<file path="config.mk">
export PLATFORM = sky130hd
export DESIGN_NAME = sbc_spi_device_flat
export DESIGN_NICKNAME = d
export VERILOG_FILES = /design/src/verilog/sbc_spi_pkg.sv /design/src/verilog/sbc_spi_if.sv /design/src/verilog/sync2.sv /design/src/verilog/sbc_spi_device.sv /design/src/flat_wrapper.sv
export SDC_FILE = /design/constraint.sdc
export NUM_CORES = 1
export LEC_CHECK = 0
export BUFFER_PORTS_ARGS = -buffer_cell sky130_fd_sc_hd__buf_2
export CORE_MARGIN = 2
export CORE_UTILIZATION = 45
export CTS_BUF_LIST = sky130_fd_sc_hd__clkbuf_4 sky130_fd_sc_hd__clkbuf_8 sky130_fd_sc_hd__clkbuf_16
export DETAILED_ROUTE_END_ITERATION = 12
export PLACE_DENSITY = 0.69
export SYNTH_ARGS = -nofsm -noshare
export SYNTH_HDL_FRONTEND = slang
export SYNTH_SLANG_ARGS = --single-unit
</file>
<file path="constraint.sdc">
create_clock -name clock -period 9.25 [get_ports clock]
set_input_delay 0.4625 -clock clock [delete_from_list [all_inputs] [get_ports clock]]
set_output_delay 0.4625 -clock clock [all_outputs]
set_load 0.01 [all_outputs]
</file>
<file path="src/verilog/sbc_spi_pkg.sv">
// Purpose: shared constants for the 16-bit command frame link
// Assumes: msb first, mode 0 (sample on rising, shift on falling)
// Notes: register contents are stand-ins, no real map
package sbc_spi_pkg;
    localparam int FRAME_BITS = 16;
    localparam int OP_HI_POS = 15;
    localparam int OP_LO_POS = 14;
    localparam int ADDR_MSB = 13;
    localparam int ADDR_LSB = 9;
    localparam int PAR_POS = 8;
    localparam int DATA_MSB = 7;
    localparam int ADDR_W = 5;
    localparam int NUM_REGS = 32;
    localparam logic [1:0] OP_READ = 2'h0;
    localparam logic [1:0] OP_WRITE = 2'h1;
    localparam logic [1:0] OP_RSVD = 2'h2;
    localparam logic [1:0] OP_FLAG = 2'h3;
    localparam logic [4:0] FLAG_FIRST = 5'h0F;
    localparam logic [4:0] LIVE_FIRST = 5'h10;
    localparam logic [4:0] LIVE_LAST = 5'h13;
    localparam logic [7:0] REG_RESET = 8'h00;
    localparam int CLK_PERIOD_PS = 4000;
    localparam int CS_LOW_PS = 5500000;
    // least time, round up
    localparam int CS_LOW_CYCLES = (CS_LOW_PS + CLK_PERIOD_PS - 1) / CLK_PERIOD_PS;
    localparam int LEAD_PS = 550000;
    localparam int LEAD_CYCLES = (LEAD_PS + CLK_PERIOD_PS - 1) / CLK_PERIOD_PS;
    localparam int HALF_SCK_CYCLES = 16;
endpackage

</file>
<file path="src/verilog/sbc_spi_if.sv">
// Purpose: link wires between controller and device
// Assumes: miso_oe_b low means the device drives miso
// Notes: idle level of miso is one
interface sbc_spi_if;
    logic sclk;
    logic cs_b;
    logic mosi;
    logic miso_o;
    logic miso_oe_b;
    logic miso;
    assign miso = miso_oe_b ? 1'b1 : miso_o;
    modport device (input sclk, input cs_b, input mosi, output miso_o, output miso_oe_b);
    modport host (output sclk, output cs_b, output mosi, input miso);
endinterface

</file>
<file path="src/verilog/sync2.sv">
// Purpose: two-stage synchroniser for one level
// Assumes: asynchronous input
// Notes: first stage read only by the second
module sync2 (
    input wire logic clock,
    input wire logic rst_b,
    input wire logic d,
    output logic q
);
    logic meta_reg;
    always_ff @(posedge clock or negedge rst_b) begin
        if (!rst_b) begin
            meta_reg <= 1'b1;
            q <= 1'b1;
        end else begin
            meta_reg <= d;
            q <= meta_reg;
        end
    end
endmodule

</file>
<file path="src/verilog/sbc_spi_device.sv">
// Purpose: frame decoder of the device end, sampled by the fast clock
// Assumes: sclk idles low, data sampled on rising, shifted on falling
// Notes: missed write completes on the next frame via held pending slot
//
// Behaviour
// - one 16-bit frame per select, msb first
// - bits 15:14 pick read, write, reserved, flag
// - bits 13:9 address the register
// - write bit 8 is optional parity
// - master sets bit 8 on reads
// - write bit 8 high means parity one
// - bits 7:0 are write data
// - status byte out on bits 15:8
// - low byte: extended status, register, flags
// - no daisy chain pass-through
// - master holds select over 5.5 us
// - master follows writes with a read
// - completing read preferably device id read
// - missed write finishes on next frame
// - only writes may be deferred
// - read-back returns stored register value
// - live block state merged on read-back
// - flag registers answer flag reads
// - write answers extended status, read register
module sbc_spi_device (
    input wire logic clock,
    input wire logic rst_b,
    sbc_spi_if.device link,
    input wire logic [7:0] fixed_status_byte,
    input wire logic [7:0] ext_status,
    input wire logic [31:0] live_state,
    input wire logic [63:0] flag_bits,
    input wire logic parity_enable,
    input wire logic miss_write,
    output logic [4:0] upd_addr,
    output logic [7:0] upd_data,
    output logic upd_strobe,
    output logic parity_error
);
    typedef struct packed {
        logic sclk_d;
        logic cs_d;
        logic [15:0] rx;
        logic [4:0] cnt;
        logic [15:0] tx;
        logic miso;
        logic oe_b;
        logic pend;
        logic [4:0] pend_addr;
        logic [7:0] pend_data;
        logic [4:0] upd_addr;
        logic [7:0] upd_data;
        logic upd_strobe;
        logic par_err;
    } state_s;

    state_s s_reg, s_next;
    logic [7:0] regs [sbc_spi_pkg::NUM_REGS];
    logic sclk_s, cs_s, mosi_s;
    logic wr_en;
    logic [4:0] wr_addr;
    logic [7:0] wr_data;

    sync2 u_sclk (
        .clock(clock),
        .rst_b(rst_b),
        .d(link.sclk),
        .q(sclk_s)
    );
    sync2 u_cs (
        .clock(clock),
        .rst_b(rst_b),
        .d(link.cs_b),
        .q(cs_s)
    );
    sync2 u_mosi (
        .clock(clock),
        .rst_b(rst_b),
        .d(link.mosi),
        .q(mosi_s)
    );

    function automatic logic [4:0] frame_addr(input logic [15:0] w);
        return w[sbc_spi_pkg::ADDR_MSB:sbc_spi_pkg::ADDR_LSB];
    endfunction

    function automatic logic [7:0] frame_data(input logic [15:0] w);
        return w[sbc_spi_pkg::DATA_MSB:0];
    endfunction

    function automatic logic level_edge(input logic now, input logic was, input logic to);
        return (now == to) && (was != to);
    endfunction

    function automatic logic [7:0] answer_byte(input logic [1:0] op, input logic [4:0] a);
        logic [7:0] v;
        v = regs[a];
        if (op == sbc_spi_pkg::OP_WRITE) begin
            v = ext_status;
        end else if (op == sbc_spi_pkg::OP_FLAG) begin
            v = (a >= sbc_spi_pkg::FLAG_FIRST) ? flag_bits[8*(a[2:0])+:8] : 8'h00;
        end else if (a >= sbc_spi_pkg::LIVE_FIRST && a <= sbc_spi_pkg::LIVE_LAST) begin
            v = v | live_state[8*(a[1:0])+:8];
        end
        return v;
    endfunction

    always_comb begin
        logic rise, fall, cs_fall, cs_rise, par_ok;
        logic [1:0] op;
        s_next = s_reg;
        rise = level_edge(sclk_s, s_reg.sclk_d, 1'b1);
        fall = level_edge(sclk_s, s_reg.sclk_d, 1'b0);
        cs_fall = level_edge(cs_s, s_reg.cs_d, 1'b0);
        cs_rise = level_edge(cs_s, s_reg.cs_d, 1'b1);
        op = s_reg.rx[sbc_spi_pkg::OP_HI_POS:sbc_spi_pkg::OP_LO_POS];
        par_ok = (^s_reg.rx) == 1'b1;
        wr_en = 1'b0;
        wr_addr = s_reg.pend_addr;
        wr_data = s_reg.pend_data;
        s_next.sclk_d = sclk_s;
        s_next.cs_d = cs_s;
        s_next.upd_strobe = 1'b0;
        s_next.par_err = 1'b0;
        if (cs_fall) begin
            s_next.cnt = 5'h00;
            s_next.tx = {fixed_status_byte, 8'h00};
            s_next.miso = fixed_status_byte[7];
            s_next.oe_b = 1'b0;
            if (s_reg.pend) begin
                wr_en = 1'b1;
                s_next.pend = 1'b0;
            end
        end else if (!cs_s && rise) begin
            s_next.rx = {s_reg.rx[14:0], mosi_s};
            if (s_reg.cnt != 5'h1F) begin
                s_next.cnt = s_reg.cnt + 5'h01;
            end
            if (s_reg.cnt == 5'(sbc_spi_pkg::FRAME_BITS - 1 - sbc_spi_pkg::ADDR_LSB)) begin
                // six shifts done, so the low byte belongs at 13:6
                s_next.tx[13:6] = answer_byte(s_reg.rx[5:4], {s_reg.rx[3:0], mosi_s});
            end
        end else if (!cs_s && fall) begin
            s_next.tx = {s_reg.tx[14:0], 1'b0};
            s_next.miso = s_reg.tx[14];
        end
        if (cs_rise) begin
            s_next.oe_b = 1'b1;
            s_next.miso = 1'b1;
            if (s_reg.cnt == 5'(sbc_spi_pkg::FRAME_BITS) && op == sbc_spi_pkg::OP_WRITE) begin
                if (parity_enable && !par_ok) begin
                    s_next.par_err = 1'b1;
                end else if (miss_write) begin
                    s_next.pend = 1'b1;
                    s_next.pend_addr = frame_addr(s_reg.rx);
                    s_next.pend_data = frame_data(s_reg.rx);
                end else begin
                    wr_en = 1'b1;
                    wr_addr = frame_addr(s_reg.rx);
                    wr_data = frame_data(s_reg.rx);
                end
            end
        end
        if (wr_en) begin
            s_next.upd_strobe = 1'b1;
            s_next.upd_addr = wr_addr;
            s_next.upd_data = wr_data;
        end
    end

    always_ff @(posedge clock or negedge rst_b) begin
        if (!rst_b) begin
            s_reg <= '{
                // synchroniser resets high, so must the delayed copy
                sclk_d: 1'b1,
                cs_d: 1'b1,
                rx: 16'h0000,
                cnt: 5'h00,
                tx: 16'h0000,
                miso: 1'b1,
                oe_b: 1'b1,
                pend: 1'b0,
                pend_addr: 5'h00,
                pend_data: 8'h00,
                upd_addr: 5'h00,
                upd_data: 8'h00,
                upd_strobe: 1'b0,
                par_err: 1'b0
            };
            for (int i = 0; i < sbc_spi_pkg::NUM_REGS; i++) begin
                regs[i] <= sbc_spi_pkg::REG_RESET;
            end
        end else begin
            s_reg <= s_next;
            if (wr_en) begin
                regs[wr_addr] <= wr_data;
            end
        end
    end

    assign link.miso_o = s_reg.miso;
    assign link.miso_oe_b = s_reg.oe_b;
    assign upd_addr = s_reg.upd_addr;
    assign upd_data = s_reg.upd_data;
    assign upd_strobe = s_reg.upd_strobe;
    assign parity_error = s_reg.par_err;
endmodule

</file>
<file path="src/flat_wrapper.sv">
// flat-port wrapper written by rule: the top's interface ports become plain ports
module sbc_spi_device_flat 
  (clock, rst_b, fixed_status_byte, ext_status, live_state, flag_bits, parity_enable, miss_write, upd_addr, upd_data, upd_strobe, parity_error, link_sclk, link_cs_b, link_mosi, link_miso_o, link_miso_oe_b);
  sbc_spi_if link_i ();
  input wire logic clock;
  input wire logic rst_b;
  input wire logic [7:0] fixed_status_byte;
  input wire logic [7:0] ext_status;
  input wire logic [31:0] live_state;
  input wire logic [63:0] flag_bits;
  input wire logic parity_enable;
  input wire logic miss_write;
  output logic [4:0] upd_addr;
  output logic [7:0] upd_data;
  output logic upd_strobe;
  output logic parity_error;
  input wire logic [$bits(link_i.sclk)-1:0] link_sclk;
  input wire logic [$bits(link_i.cs_b)-1:0] link_cs_b;
  input wire logic [$bits(link_i.mosi)-1:0] link_mosi;
  output wire logic [$bits(link_i.miso_o)-1:0] link_miso_o;
  output wire logic [$bits(link_i.miso_oe_b)-1:0] link_miso_oe_b;
  assign link_i.sclk = link_sclk;
  assign link_i.cs_b = link_cs_b;
  assign link_i.mosi = link_mosi;
  assign link_miso_o = link_i.miso_o;
  assign link_miso_oe_b = link_i.miso_oe_b;
  sbc_spi_device u_core (.clock(clock), .rst_b(rst_b), .link(link_i), .fixed_status_byte(fixed_status_byte), .ext_status(ext_status), .live_state(live_state), .flag_bits(flag_bits), .parity_enable(parity_enable), .miss_write(miss_write), .upd_addr(upd_addr), .upd_data(upd_data), .upd_strobe(upd_strobe), .parity_error(parity_error));
endmodule
</file>
## Word-level counts from Yosys, hierarchy flattened

Index checks and enable logic that the tools add are counted.

| storage, ports and cells | value |
|---|---|
| input bits | 119 |
| output and inout bits | 17 |
| memory bits (read-only) | 0 |
| bits in latches | 0 |
| logic and storage cells | 146 |
| register bits after elaboration | 331 |
| memories kept | 0 |
| bits in writable memories | 0 |

| operators by class | value |
|---|---|
| muxes and demuxes | 41 |
| add/subtract/negate cells | 1 |
| equality and inequality tests | 9 |
| reduce and logical (&&, ||, !) cells | 25 |
| magnitude comparators | 6 |
| bitwise logic cells | 9 |
| shift operators | 2 |
| divide/modulo/power cells | 0 |
| $mul | 0 |

Operator list:

| operator | count |
|---|---|
| $bwmux W256 | 1 |
| $mux W8 | 13 |
| $shiftx A64 B7 Y8 | 1 |
| $mux W14 | 3 |
| $bmux W8 S5 | 1 |
| $demux W8 S5 | 1 |
| $shiftx A32 B6 Y8 | 1 |
| $mux W5 | 6 |
| $mux W22 | 1 |
| $mux W17 | 1 |
| $mux W16 | 1 |
| $reduce_xor A16 Y1 | 1 |
| $ge A6 B6 Y1 const B | 2 |
| $not A5 Y6 | 2 |
| $logic_and A1 B1 Y1 | 10 |
| $mux W1 | 10 |
| $reduce_and A2 Y1 | 5 |
| $or A8 B8 Y8 | 1 |
| $reduce_bool A2 Y1 | 4 |
| $mux W7 | 1 |
| $lt A6 B1 Y1 const B | 1 |
| $not A1 Y1 | 6 |
| $reduce_bool A3 Y1 | 2 |
| $add A5 B1 Y5 const B | 1 |
| 14 further kinds | 17 |

## Depth between registers and ports, before layout

Gate-level depths: netlist of the first run.

| logic depth | value |
|---|---|
| depth after elaboration | 12 |
| depth in mapped cells | 12 |

## By module

Synthesis of the first run repeated with hierarchy kept, for this count alone.

| unflattened totals | value |
|---|---|
| cells, all modules | 1177 |
| area total of the unflattened synthesis | 16654.7 um^2 |

Modules (own cells, without submodules):

| module | seq. area each (um^2) | area each (um^2) | instances | cells an instance |
|---|---|---|---|---|
| sbc_spi_device | 7987.7 | 16497.1 | 1 | 1171 |
| sync2 | 52.6 | 52.6 | 3 | 2 |

## Worst setup path before layout of the first run

OpenSTA, ideal clock, no wires.

| timing path | value |
|---|---|
| path kind | register to register |
| from | register u_core.s_reg[53] in the netlist's numbering |
| to | register u_core.regs[224] in the netlist's numbering |
| buffers on the path | 2 |
| data required time | 9.125 ns |
| cell stages (with the launch flop) | 11 |
| arrival time | 3.672 ns |
| setup time | 0.125 ns |
| clock period less this slack | 3.797 ns |
| path slack | 5.453 ns |
| cells stage by stage | dfrtp_1 inv_1 clkbuf_1 buf_1 ha_1 xnor2_1 xnor2_1 xnor3_2 a2111oi_4 a211oi_2 mux2_2 |

| between the ends | value |
|---|---|
| word-level cells in the longest chain between the ends | 12 |
| elaborated cells on any way between the ends | 19 |
| classes of those cells | 2 x order compare; 12 x mux; 1 x bitwise; 4 x reduce/logical |

RTL lines:

| what | line | RTL |
|---|---|---|
| from (decl) | sbc_spi_device.sv:57 | `state_s s_reg, s_next;` |
| from (signal assigned) | sbc_spi_device.sv:173 | `s_reg <= '{` |
| from (signal assigned) | sbc_spi_device.sv:194 | `s_reg <= s_next;` |
| $reduce_xor A16 Y1 * | sbc_spi_device.sv:117 | `par_ok = (^s_reg.rx) == 1'b1;` |
| $logic_not A1 Y1 * | sbc_spi_device.sv:151 | `if (parity_enable && !par_ok) begin` |
| $logic_and A1 B1 Y1 * | sbc_spi_device.sv:151 |  |
| $mux W5 | sbc_spi_device.sv:151 |  |
| $mux W5 | sbc_spi_device.sv:150 | `if (s_reg.cnt == 5'(sbc_spi_pkg::FRAME_BITS) && op == sbc_spi_pkg::OP_WRITE) begin` |
| $mux W5 | sbc_spi_device.sv:147 | `if (cs_rise) begin` |
| $not A5 Y6 (implied by the code) | sbc_spi_device.sv:196 | `regs[wr_addr] <= wr_data;` |
| $ge A6 B6 Y1 (implied by the code) / $lt A6 B1 Y1 (equally long branches) | sbc_spi_device.sv:196 |  |
| $logic_and A1 B1 Y1 (implied by the code) | sbc_spi_device.sv:196 |  |
| $mux W8 (implied by the code) | sbc_spi_device.sv:196 |  |
| $demux W8 S5 | sbc_spi_device.sv:196 |  |
| $bwmux W256 | sbc_spi_device.sv:196 |  |
| to (signal, indexed assignment) | sbc_spi_device.sv:191 | `regs[i] <= sbc_spi_pkg::REG_RESET;` |
| to (signal, indexed assignment) | sbc_spi_device.sv:196 |  |
| to (decl) | sbc_spi_device.sv:58 | `logic [7:0] regs [sbc_spi_pkg::NUM_REGS];` |

Mark *: on every way between the ends. The rest lies on a longest branch, timed or not.
A chain may end at the register's enable or synchronous reset.

## Final worst setup path of the first run

| timing path | value |
|---|---|
| from | register u_core.s_reg[54] in the netlist's numbering |
| to | register u_core.regs[29] in the netlist's numbering |

Same word-level chain as after synthesis.

==> reports/summary.md, run 1 <==
The layout overhead on the synthesized area works out to 12.6%. The smallest clock period supported by the final layout is computed as 4820 ps. The cell count after placement is 1729, and the synthesis-stage register bit count is 325. The cell area that synthesis handed to floorplanning was 0.0166 mm^2. During synthesis, Yosys emitted a total of 0 warnings. Between clock sinks in the finished design, the worst skew comes to 18.2 ps.

The worst setup path is captured at a register. The worst register-to-register path has a setup slack of 4430 ps. The number of nets in the synthesized netlist is 1351. The power density of the placed cells came out at 184 mW/mm^2. The total number of vias is 10800, and the post-synthesis share of cell area spent on and, or, nand and nor gates is 5.74%.

Post-cts gate resize count: 0. The most critical setup path has its startpoint at u_core.s_reg[54]. The tree built by TritonCTS fans out to 325 sinks. The first global-routing pass estimated 65.0 mm of wire. The dominant combinational cell family by area after synthesis was multiplexers. VDD sags by at most 0.202 mV. Along the worst path, the maximum fanout reaches 32. STA classifies the critical path startpoint as a register. The tools report the fraction of the yosys area taken by sequential cells as 49.0%.

Buffers placed on the I/O ports in this run total 135. For the worst-skew pair, the clock arrives at the later sink with an insertion delay of 510 ps. The number of antenna violations at the first check in global routing was 0; the total of fill cells in the finished design was 3101. The initial utilization of the core area, before any placement, comes to 45.6%.

After synthesis, the netlist uses 52 different library cells. The xor/xnor cell area share of the yosys netlist is 0.964%. The final reports fail on negative hold slack. Across the run, the number of max-cap violations was 0.

In this run the worst hold path is classified as in2async. In the synthesized netlist the async set-or-reset flop fraction comes to 100%. The fmax was 208 MHz; the portion of netlist area occupied by mux cells was 33.4%. Global routing finished with a remaining overflow of 0. The run gives 0 as the number of setup violations in the final report. The final estimated routing congestion in global placement was 0.897. The flow ran to the end, but the final reports show violations. In the routed design, unresolved DRC markers number 0. Counting flops with a built-in enable in the synthesized netlist gives 0. For the antenna violation net count after detailed routing, the log shows 0.

The floorplan step set the die width to 196 um. Row generation in the floorplan step produced 70 rows. The slew of the pin with the lowest slew margin works out to 1250 ps.

Post-synthesis compound-gate area fraction: 6.77%. The share of synthesized area in the top cell type comes to 47.5%. TritonCTS built the clock tree.

In this run, post-CTS hold repair placed 0 buffers. At the end of the flow the core is filled with cells to 51.3%. The register with the most flip-flops in the layout has 256 of them. For the violation count after the first detailed-route iteration, the log shows 886. The clock passes through at most 3 buffers. The H-tree was split into 2 levels.

The capturing point of the worst reg2reg path is u_core.regs[29]. The final count of hold timing violations is 6, and the static leakage is 8.94 nW. The logs give 9640 ps for the required time of the worst setup path and 136 for the count of pins on the block boundary.

Share of the clock period used by the worst path after layout: 52.1%. The average cell area after synthesis came out at 13.6 um^2. The post-route netlist has 47.8% of its cells at a drive strength greater than 1. The number of pins exceeding their max-slew limit in the final report is 0, and the maximum number of pins on one net before global-route repair is 117. The startpoint identified for the worst register-to-register timing path is u_core.s_reg[54].

Fraction of the mapped netlist area in adder cells: 1.05%. The via-per-instance ratio is 6.05. The first detailed-routing pass took 5 iterations. The final layout contains 1432 nets. For the worst flop-to-flop path, the logic depth is 8. In the synthesized netlist, the number of instances is 1218. Die outline area: 0.0385 mm^2. The tightest slew margin relative to the limit came out at 16.3%.

After detailed routing, the average wire length per cell comes to 23.2 um. By startpoint and endpoint, the worst setup path is classified as reg2reg. Leaving out filler cells and counting taps, the final layout contains 1789. The all-layer global routing usage was 21.9%; the post-route setup TNS was 0 ps. Setup repair after global routing left no endpoint under its margin. The die extent in y works out to 196 um.

For the total half-perimeter wirelength after legalization and detailed placement, the log shows 27.2 mm. Clock-pin slew was measured on the worst setup and hold paths at 60 ps. The tools report the worst slack on hold paths as -29.0 ps. Dominant synthesized flop cell: sky130_fd_sc_hd__dfrtp_1.

Clock buffer count from CTS: 36. The area of the core came out at 0.0364 mm^2. The run gives 41.5 mm as the post-detailed-routing wire length.

Sorting the synthesized cells by area gives the leading types as sky130_fd_sc_hd__dfrtp_1 (47%), sky130_fd_sc_hd__mux2_2 (20%), sky130_fd_sc_hd__mux4_2 (12%), sky130_fd_sc_hd__nand2_1 (1.7%), sky130_fd_sc_hd__dfstp_2 (1.6%). The number of global-route vias before repair came out at 11000. The root cell of the clock tree is sky130_fd_sc_hd__clkbuf_16.

Of all cell types, the one taking the most synthesized area is sky130_fd_sc_hd__dfrtp_1. The repair_antennas step left the layout with diodes totalling 0. The arrival time at the worst endpoint is 5210 ps, and the post-CTS setup-driven buffer insertion count is 0.
-- cells by family (layout without fill, tap and decap cells) --
group	Yosys count	after routing
mux	406	406
xor+xnor	14	14
buf+inv	117	220
fa+ha+maj	14	14
flops	325	325
compound gates	145	145
simple gates	197	197
-- power breakdown --
group | internal [mW] | total (mW) | leakage [nW] | switching, mW
combinational | 0.186 | 0.501 | 3.89 | 0.315
clock | 0.872 | 1.42 | 0.598 | 0.550
sequential | 1.45 | 1.51 | 4.45 | 0.0591
-- cells in the mapped netlist (10+ instances only) --
master and number:
sky130_fd_sc_hd__a21oi_2 23, sky130_fd_sc_hd__o32ai_1 12, sky130_fd_sc_hd__a211oi_1 10, sky130_fd_sc_hd__mux2_2 294
sky130_fd_sc_hd__a31oi_1 10, sky130_fd_sc_hd__and3_1 10, sky130_fd_sc_hd__inv_1 15, sky130_fd_sc_hd__a21oi_1 12
sky130_fd_sc_hd__buf_2 10, sky130_fd_sc_hd__mux2i_1 23, sky130_fd_sc_hd__dfstp_2 10, sky130_fd_sc_hd__ha_1 14
sky130_fd_sc_hd__clkbuf_1 64, sky130_fd_sc_hd__o21ai_0 26, sky130_fd_sc_hd__nand2_1 77, sky130_fd_sc_hd__nor2_1 29
sky130_fd_sc_hd__o31ai_1 19, sky130_fd_sc_hd__mux4_2 89, sky130_fd_sc_hd__nand3_1 33, sky130_fd_sc_hd__buf_1 14
sky130_fd_sc_hd__buf_4 14, sky130_fd_sc_hd__dfrtp_1 315
-- worst max-delay path, cell delays in order (launching register included) --
cell	delay [ps]
sky130_fd_sc_hd__dfrtp_1	930
sky130_fd_sc_hd__inv_1	410
sky130_fd_sc_hd__ha_1	410
sky130_fd_sc_hd__xnor2_1	220
sky130_fd_sc_hd__xnor2_1	130
sky130_fd_sc_hd__xor3_1	1170
sky130_fd_sc_hd__o32ai_1	230
sky130_fd_sc_hd__a31oi_1	770
sky130_fd_sc_hd__mux2_2	420
-- cell type report --
cell class / instances / area [um^2] / share of cell area, %
Clock inverter: 7 / 85.1 / 0.455
Sequential cell: 325 / 8150 / 43.6
Clock buffer: 53 / 1100 / 5.86
Tap cell: 468 / 586 / 3.13
Inverter: 15 / 56.3 / 0.301
Multi-Input combinational cell: 776 / 7960 / 42.6
Timing Repair Buffer: 145 / 761 / 4.07
-- stage by stage --
step | area, um^2 | hold slack [ps] | power, mW | setup WS, ps
after floorplan | 16600 | 167 | 1.87 | 5450
after global placement | 17500 | 348 | 2.01 | 4680
after detailed placement | 17500 | 348 | 2.03 | 4550
after CTS | 18700 | 35.8 | 3.45 | 4590
after global routing | 18700 | 32.8 | 3.57 | 4150
final | 18700 | -29.0 | 3.43 | 4430
-- per-layer routing --
layer  up-vias  part of all wire (%)  GRT usage [%]
li1       4734                     -              -
met1      5624                    43           30.4
met2       384                    47           35.1
met3        87                   6.1           3.40
met4         0                   3.6           8.36
met5         -                     0              0
-- worst max-delay path by stage --
stage | to | slack (ps) | cells past startpoint
2_1_floorplan | u_core.regs[224] | 5450 | 10
3_3_place_gp | u_core.regs[253] | 4680 | 8
3_5_place_dp | u_core.regs[26] | 4550 | 8
4_1_cts | u_core.regs[26] | 4590 | 8
5_1_grt | u_core.regs[223] | 4150 | 8
6_report | u_core.regs[29] | 4430 | 8
-- cell usage in the layout, fill, tap and decap left out, drive strengths merged, types with 14 or more instances in the layout --
cell type / n
a21oi: 35
buf: 145
clkbuf: 53
dfrtp: 315
ha: 14
inv: 15
mux2: 294
mux2i: 23
mux4: 89
nand2: 77
nand3: 33
nor2: 29
o21ai: 26
o31ai: 19
Note: power is estimated with default switching activity, not from simulation.
==> inputs of run 2 (changes only) <==
==> constraint.sdc (replaced) <==
create_clock -name clock -period 4.7 [get_ports clock]
set_input_delay 0.235 -clock clock [delete_from_list [all_inputs] [get_ports clock]]
set_output_delay 0.235 -clock clock [all_outputs]
set_load 0.01 [all_outputs]
==> reports/summary.md, run 2 (synthesis gave the netlist of run 1 again) <==
The total area inside the core boundary comes to 0.0364 mm^2. The logs give 0.839 for the final estimated routing congestion in global placement and 0 for the total congestion overflow after global routing. The die outline area was 0.0385 mm^2; the max-cap check violation count was 0. Net switching is 27.5% of the power. The initial core utilization came out at 45.6%. The run gives 0 as the antenna violation net count after detailed routing. Walking the worst path, the cells encountered are ha_1 > xnor2_1 > xnor2_1 > xor3_1 > buf_4 > o31ai_1 > a21oi_2 > mux2_2. Registers take 0.00815 mm^2. Slew of the pin with the lowest slew margin: 1200 ps. For the maximum level of the CTS H-tree, the log shows 2. The logs give 1 for the number of antenna violations at the first check in global routing and 0 ps for the post-route setup TNS. Wires add up to 42.2 mm. The static leakage was 9.04 nW; the count of unresolved DRC violations after routing was 0.

The number of flip-flops in the largest register was 256. The most critical setup path has its startpoint at u_core.s_reg[52]. For this design, the slowest cell found on the critical path is sky130_fd_sc_hd__xor3_1.

The iteration count of the initial detailed-routing pass was 6. The worst setup path is of the reg2reg kind. Delay of the slowest cell on the worst path: 960 ps. The worst register-to-register path begins at u_core.s_reg[52]. TritonCTS built the clock tree. Post-route non-filler standard cell count: 1812.

The combinational fraction of design power came out at 16.2%. The first global-routing pass estimated 66.7 mm of wire. No sink is reached through more buffers than the 3 on the longest clock path. The logs give 11500 for the number of global-route vias before repair and 22.5% for the all-layer global routing usage. Post-detailed-route wirelength per cell: 23.3 um.

In the layout the commonest cells are sky130_fd_sc_hd__dfrtp_1 (314), sky130_fd_sc_hd__mux2_2 (294), sky130_fd_sc_hd__buf_2 (134). Counting the fill cells in the layout gives 3132. In this run the tool buffered the top-level ports with 135 buffer cells. In the final layout, the share of cells above drive strength 1 is 48.4%.

The clock latency reported for the late side of the worst-skew pair was 510 ps. For this run, the top clock speed supported by timing is 263 MHz. The worst-case vdd ir drop is 0.196 mV.

For the relative contribution of sequential cells to total power, the log shows 43.1%. The final clock skew was 10.9 ps. Compared with the post-synthesis result, the final layout area differs by 13.6%. Setup repair after global routing left no endpoint under its margin. After floorplanning, the core was divided into 70 placement rows. The via-per-instance ratio works out to 6.00.

The worst setup path is captured at a register. The clock network power share came out at 40.6%. 136 I/O pins were placed.

The top fanout value on the critical path came out at 25. Beginning of the worst hold path: fixed_status_byte[7]. In this run, placement finished with an instance count of 1741. The antenna cell count came out at 0. In this run the clock root is driven by a sky130_fd_sc_hd__clkbuf_16.

The violation count after the first detailed-route iteration came out at 783. For the worst setup path, the data required time is 5090 ps. Buffers inserted during clock tree synthesis total 36. At the worst endpoint, the arrival time is 4200 ps. For this design the ratio of total power to cell area is 358 mW/mm^2.

The number of pins exceeding their max-slew limit in the final report is 0, and the net switching component of the power is 1.86 mW. The flow ran to the end, and the final reports show no timing, DRC or antenna violations. The routed layout has 10900 vias. Cell type group with the largest total delay on the critical path: XOR/XNOR gates. The design internal power is 4.90 mW. After legalization and detailed placement, the total HPWL measured 28.1 mm.

Setup violations remaining at the end of the flow were counted as 0. The tools report the final count of hold timing violations as 0. For the tightest slew margin relative to the limit, the log shows 20.2%. Of the available clock period, the critical path in the final layout requires 81.0%.

Entering global routing, the biggest net connects 116 pins. In the final layout, the multi-input gates occupy 0.00796 mm^2. The shortest clock period the worst path allows after layout came out at 3810 ps. The count of buffering cells on the critical path with inverters included is 1. STA classifies the critical path startpoint as a register. For the clock sink total, the log shows 325. The clock transition at the registers of the reported paths came out at 60 ps.

Most prevalent standard cell on the critical path: sky130_fd_sc_hd__xnor2_1. The class of the tightest hold or removal check was in2reg. In this run the vertical extent of the chip is 196 um. The x dimension of the die works out to 196 um. In the final design database the tool counted 1449 nets.

Commonest non-fill, non-tap cell in the layout: sky130_fd_sc_hd__dfrtp_1.
==> run 2: changes by cell type in the layout (fill, tap and decap cells not counted) <==
cell                            change
sky130_fd_sc_hd__buf_12             +3
sky130_fd_sc_hd__buf_4              +9
sky130_fd_sc_hd__bufinv_16          -2
sky130_fd_sc_hd__clkbuf_4           +3
sky130_fd_sc_hd__clkinv_2           +3
sky130_fd_sc_hd__dlygate4sd3_1      +5
sky130_fd_sc_hd__inv_6              +2
==> run 2: worst register-to-register path: stages (launching register included) <==
cell	delay, ps
sky130_fd_sc_hd__dfrtp_4	590
sky130_fd_sc_hd__ha_1	360
sky130_fd_sc_hd__xnor2_1	240
sky130_fd_sc_hd__xnor2_1	130
sky130_fd_sc_hd__xor3_1	960
sky130_fd_sc_hd__buf_4	300
sky130_fd_sc_hd__o31ai_1	110
sky130_fd_sc_hd__a21oi_2	590
sky130_fd_sc_hd__mux2_2	410
==> run 2: through the flow <==
step                power, mW  utilization (%)  hold WS (ps)  worst slack, ps  instance area, um^2
global route             7.03             51.8          37.7              590                18900
global placement         4.03             48.4           343              975                17600
detailed placement       4.05             48.4           343              941                17600
floorplan                3.68                -         -60.6              903                16600
CTS                      6.81             51.8          18.5              935                18900
finish                   6.76             51.8          31.6              892                18900
==> run 2: cell type report <==
| cell class | instances | share of cell area [%] |
|---|---|---|
| multi-input combinational | 776 | 42.2 |
| sequential | 325 | 43.2 |
| inverter | 15 | 0.298 |
| clock buffer | 56 | 5.93 |
| clock inverter | 10 | 0.305 |
| tap | 468 | 3.10 |
| timing repair buffer | 162 | 4.97 |
==> run 2: timing repair <==
item                       in CTS  in global routing
hold buffers                    5                  0
buffers inserted                0                  0
resized for setup               0                  0
hold endpoints to repair      117                  0
setup endpoints to repair       0                  0
==> run 2: routing by layer <==
layer | up-vias | track usage [%] | wire [um]
met5 | - | 0 | 0
met4 | 0 | 6.03 | 999
met3 | 70 | 4.87 | 2950
met2 | 398 | 38.1 | 20500
met1 | 5624 | 29.5 | 17800
li1 | 4776 | - | -
==> run 2: power by group through the flow <==
| stage | clock [mW] | sequential, mW | combinational (mW) |
|---|---|---|---|
| floorplan | 0 | 2.94 | 0.741 |
| global placement | 0 | 2.97 | 1.07 |
| detailed placement | 0 | 2.97 | 1.08 |
| CTS | 2.80 | 2.92 | 1.09 |
| global route | 2.92 | 2.92 | 1.19 |
| finish | 2.75 | 2.92 | 1.10 |
==> run 2: path summary, 6_finish.rpt <==
check	slack, ps	end	depth (start not counted)
worst max register to register	890	u_core.regs[17]	8
worst min register to register	360	u_core.u_sclk.q	0
min in group asynchronous	370	u_core.parity_error	2
max in group asynchronous	3210	u_core.regs[65]	3
worst min-delay path	30	u_core.link.miso_o	3
worst max-delay path	890	u_core.regs[17]	8
==> inputs of run 3 (changes only) <==
--- a/config.mk
+++ b/config.mk
@@ -5,6 +5,7 @@
 export SDC_FILE = /design/constraint.sdc
 export NUM_CORES = 1
 export LEC_CHECK = 0
+export ABC_AREA = 1
 export BUFFER_PORTS_ARGS = -buffer_cell sky130_fd_sc_hd__buf_2
 export CORE_MARGIN = 2
 export CORE_UTILIZATION = 45
==> constraint.sdc (replaced) <==
create_clock -name clock -period 3.79 [get_ports clock]
set_input_delay 0.1895 -clock clock [delete_from_list [all_inputs] [get_ports clock]]
set_output_delay 0.1895 -clock clock [all_outputs]
set_load 0.01 [all_outputs]
==> reports/summary.md, run 3 <==
Setup repair after global routing could not meet its margin everywhere. For the placed cell area, the log shows 0.0179 mm^2. Net switching component of the power: 2.38 mW.

The final layout contains 2478 nets. Yosys printed 0 warnings. Clock tree synthesis found a total of 325 sinks. During I/O placement, the number of pins put on the boundary was 136.

TritonCTS built the clock tree. The met3 wire length is 4.79 mm. The repair_antennas step left the layout with diodes totalling 0. The number of nets in the synthesized netlist is 2393. In this run the mean area of a mapped cell was 7.42 um^2.

The library cells used most frequently in the layout, excluding fill and tap cells, are sky130_fd_sc_hd__nand2_1 (764), sky130_fd_sc_hd__dfrtp_1 (314), sky130_fd_sc_hd__nand3_1 (289). The final design instance area without fill was 0.0193 mm^2. The first global-routing pass estimated 84.5 mm of wire.

The highest metal layer carrying signal wires in the routed design is met4. The all-layer global routing usage was 27.5%; the number of flip-flops in the largest register was 256. The die outline area was 0.0388 mm^2. The root cell of the clock tree was sky130_fd_sc_hd__clkbuf_16. The tools report the clock network power share as 43.5%. Yosys mapped the design onto 32 distinct sky130hd cell types. The logic depth of the worst register-to-register path was 17; the post-detailed-route wirelength per cell was 19.2 um.

Of all nets on the critical path, the largest fanout is 22. Post-route met1 wirelength: 23.6 mm. The flow ran to the end, and the final reports show no timing, DRC or antenna violations.

The fraction of final layout cells with drive strength greater than 1 came out at 13.4%. The min-delay analysis places its worst path in the category in2reg. Net switching is 27.7% of the power.

The pre-antenna-repair detailed-routing pass consisted of 6 iterations. The H-tree generated during clock tree synthesis spans 2 levels. The sum of internal, switching and leakage power is 8.60 mW. The logs give 0.00776 mm^2 for the multi-input gate area in the final layout and 70 for the standard-cell row count.

The relative contribution of sequential cells to total power was 41.5%. The tools report the startpoint kind of the worst setup timing path as a register. The via-per-instance ratio is 5.80. Leaving out fill and tap cells, the most frequent cell in the layout is sky130_fd_sc_hd__nand2_1. The largest total area in the synthesized netlist belongs to sky130_fd_sc_hd__dfrtp_1. Synthesis produced 2260 cells.

In this run the static leakage power is 9.94 nW. Ranked by instance count, the synthesized netlist is headed by sky130_fd_sc_hd__nand2_1 (772), sky130_fd_sc_hd__dfrtp_1 (315), sky130_fd_sc_hd__nand3_1 (289). Total number of vias: 16500. The run gives 45.8% as the initial core utilization. The total of fill cells in the finished design is 3473. Compared with the post-synthesis result, the final layout area differs by 15.3%.

The combinational fraction of design power was 15.1%; the final count of hold timing violations was 0. X dimension of the die: 197 um. By area the synthesized netlist is led by sky130_fd_sc_hd__dfrtp_1 (47%), sky130_fd_sc_hd__nand2_1 (17%), sky130_fd_sc_hd__nand3_1 (8.6%), sky130_fd_sc_hd__o21ai_0 (7.0%), sky130_fd_sc_hd__nor2_1 (5.4%). The run gives 0.873 as the final estimated routing congestion in global placement.

Once the clock tree was built, the setup fixing pass inserted 0 buffers. The sequential cells in the finished layout cover a total of 0.00815 mm^2. Across the routed clock network, the largest skew measured is 15.2 ps.

For the clock buffer count from CTS, the log shows 36. The met2 wirelength from detailed routing is 24.5 mm, and the fraction of the yosys area taken by sequential cells is 48.6%. Of the available clock period, the critical path in the final layout requires 96.5%. Setup violations remaining at the end of the flow were counted as 0. The total half-perimeter wirelength after legalization and detailed placement was 33.0 mm.

For the maximum number of pins on one net before global-route repair, the log shows 90. The critical path is of the reg2reg type. The shortest clock period the worst path allows after layout was 3660 ps; the number of synthesized flops with an enable pin was 0.

The clock passes through at most 3 buffers. The number of antenna violations at the first check in global routing was 0; the count of buffers inserted at the top-level ports was 135. The top cell type's share of synthesized area was 47.0%.

Clock latency on the worst-skew pair, taken at its later pin, is 530 ps. The synthesis-stage register bit count was 325; the design internal power was 6.21 mW. From bottom edge to top edge, the die measures 197 um. STA puts the critical path data required time at 4260 ps.

The count of nets left with antenna violations once routing finished came out at 0. Dominant synthesized flop cell: sky130_fd_sc_hd__dfrtp_1. The count of unresolved DRC violations after routing is 0. Power spread over the standard cell area amounts to 445 mW/mm^2. Across the VDD grid, the largest voltage drop is 0.312 mV.

The tools report the fmax as 273 MHz. The tools report the type of destination of the critical path as a register. The violation count after the first detailed-route iteration is 2023, and the area of the core is 0.0366 mm^2.

The cell area after synthesis was 0.0168 mm^2; the post-detailed-routing wire length was 54.6 mm. The number of pins exceeding their max-slew limit in the final report came out at 0. Measured against its own limit, the worst slew margin works out to 6.29%.

The total congestion overflow after global routing is 0. The number of global-route vias before repair was 15200; the arrival time at the worst endpoint was 4130 ps. The run gives 0 as the max-cap check violation count. sky130_fd_sc_hd__nand2_1 is the most common cell in the netlist.

The cell count of the worst hold path was 4; the slew of the pin with the lowest slew margin was 1400 ps. The post-route setup TNS is 0 ps. In the synthesized netlist the async set-or-reset flop fraction comes to 100%. The clock transition at the registers of the reported paths works out to 70 ps.
[run 3: changes by cell type after synthesis, moves of 23 or more]
cell,delta
sky130_fd_sc_hd__nand2_1,+695
sky130_fd_sc_hd__mux2i_1,-23
sky130_fd_sc_hd__mux4_2,-89
sky130_fd_sc_hd__inv_1,+28
sky130_fd_sc_hd__a21oi_1,+24
sky130_fd_sc_hd__o21ai_0,+207
sky130_fd_sc_hd__clkbuf_1,+30
sky130_fd_sc_hd__mux2_2,-294
sky130_fd_sc_hd__nand3_1,+256
sky130_fd_sc_hd__buf_2,+42
sky130_fd_sc_hd__a21oi_2,-23
sky130_fd_sc_hd__o22ai_1,+51
sky130_fd_sc_hd__nor2_1,+213
[run 3: layout make-up]
class / count / share of cell area [%]
inverters: 50 / 0.984
repair buffers: 212 / 7.17
multi-input cells: 1720 / 40.1
well taps: 468 / 3.03
flip-flops and latches: 325 / 42.2
clock buffers: 53 / 5.73
clock inverters: 10 / 0.803
[run 3: cells by family (layout without fill, tap and decap cells)]
logic type	count (synthesis)	count (layout)	share of synthesized area [%]
compound gates	363	363	12.0
buf+inv	218	325	5.58
flops	325	325	48.6
simple gates	1339	1342	32.7
xor+xnor	1	1	0.0523
fa+ha+maj	14	14	1.04
[run 3: worst paths after layout]
| path | startpoint | end | slack, ps |
|---|---|---|---|
| worst min-delay path | fixed_status_byte[0] | u_core.s_reg[39] | 20 |
| worst min register to register | u_core.u_cs.meta_reg | u_core.u_cs.q | 350 |
| min in group asynchronous | rst_b | u_core.regs[52] | 240 |
| max in group asynchronous | rst_b | u_core.regs[104] | 2500 |
| worst max register to register | u_core.s_reg[54] | u_core.regs[151] | 130 |
| worst max-delay path | u_core.s_reg[54] | u_core.regs[151] | 130 |
[run 3: through the flow]
step	hold WS, ps	setup WS (ps)	util, %	std cells
after floorplan	-106	922	-	2260
after global placement	242	123	48.8	2759
after detailed placement	244	-16.7	48.8	2759
after CTS	5.97	57.7	52.6	2836
after global routing	34.8	-99.5	52.8	2838
final	20.6	131	52.8	2838
[run 3: power by group through the flow]
stage / clock, mW / combinational [mW] / sequential [mW]
final: 3.74 / 1.30 / 3.56
after global routing: 3.93 / 1.41 / 3.57
after CTS: 3.77 / 1.27 / 3.56
after detailed placement: 0 / 1.25 / 3.63
after global placement: 0 / 1.24 / 3.62
after floorplan: 0 / 0.733 / 3.62
[run 3: repair_timing]
item | 4_1_cts | 5_1_grt
endpoints found under the setup margin | 31 | 186
endpoints found under the hold margin | 86 | 0
hold buffers | 12 | 0
pin swaps | 1 | 0
cloned | 2 | 2
gates resized for setup | 0 | 10
[run 3: per-layer routing]
layer | global-route usage (%) | vias up
met5 | 0 | -
met4 | 8.74 | 0
met3 | 4.73 | 118
met2 | 42.5 | 815
met1 | 39.4 | 7918
li1 | - | 7604
[run 3: critical path, cell delays in order (launching register included)]
cell and delay, ps:
sky130_fd_sc_hd__dfrtp_1 460, sky130_fd_sc_hd__inv_1 130, sky130_fd_sc_hd__ha_1 330, sky130_fd_sc_hd__inv_1 60
sky130_fd_sc_hd__nand2_1 50, sky130_fd_sc_hd__nand2_1 50, sky130_fd_sc_hd__nand2_1 70, sky130_fd_sc_hd__nand2_1 80
sky130_fd_sc_hd__nand2_1 50, sky130_fd_sc_hd__nand2_1 60, sky130_fd_sc_hd__nand2_1 60, sky130_fd_sc_hd__nand3_2 170
sky130_fd_sc_hd__nand3_2 140, sky130_fd_sc_hd__nand2_1 110, sky130_fd_sc_hd__nand3_1 290, sky130_fd_sc_hd__nor2_2 1160
sky130_fd_sc_hd__nand3_1 170, sky130_fd_sc_hd__nand2_1 120
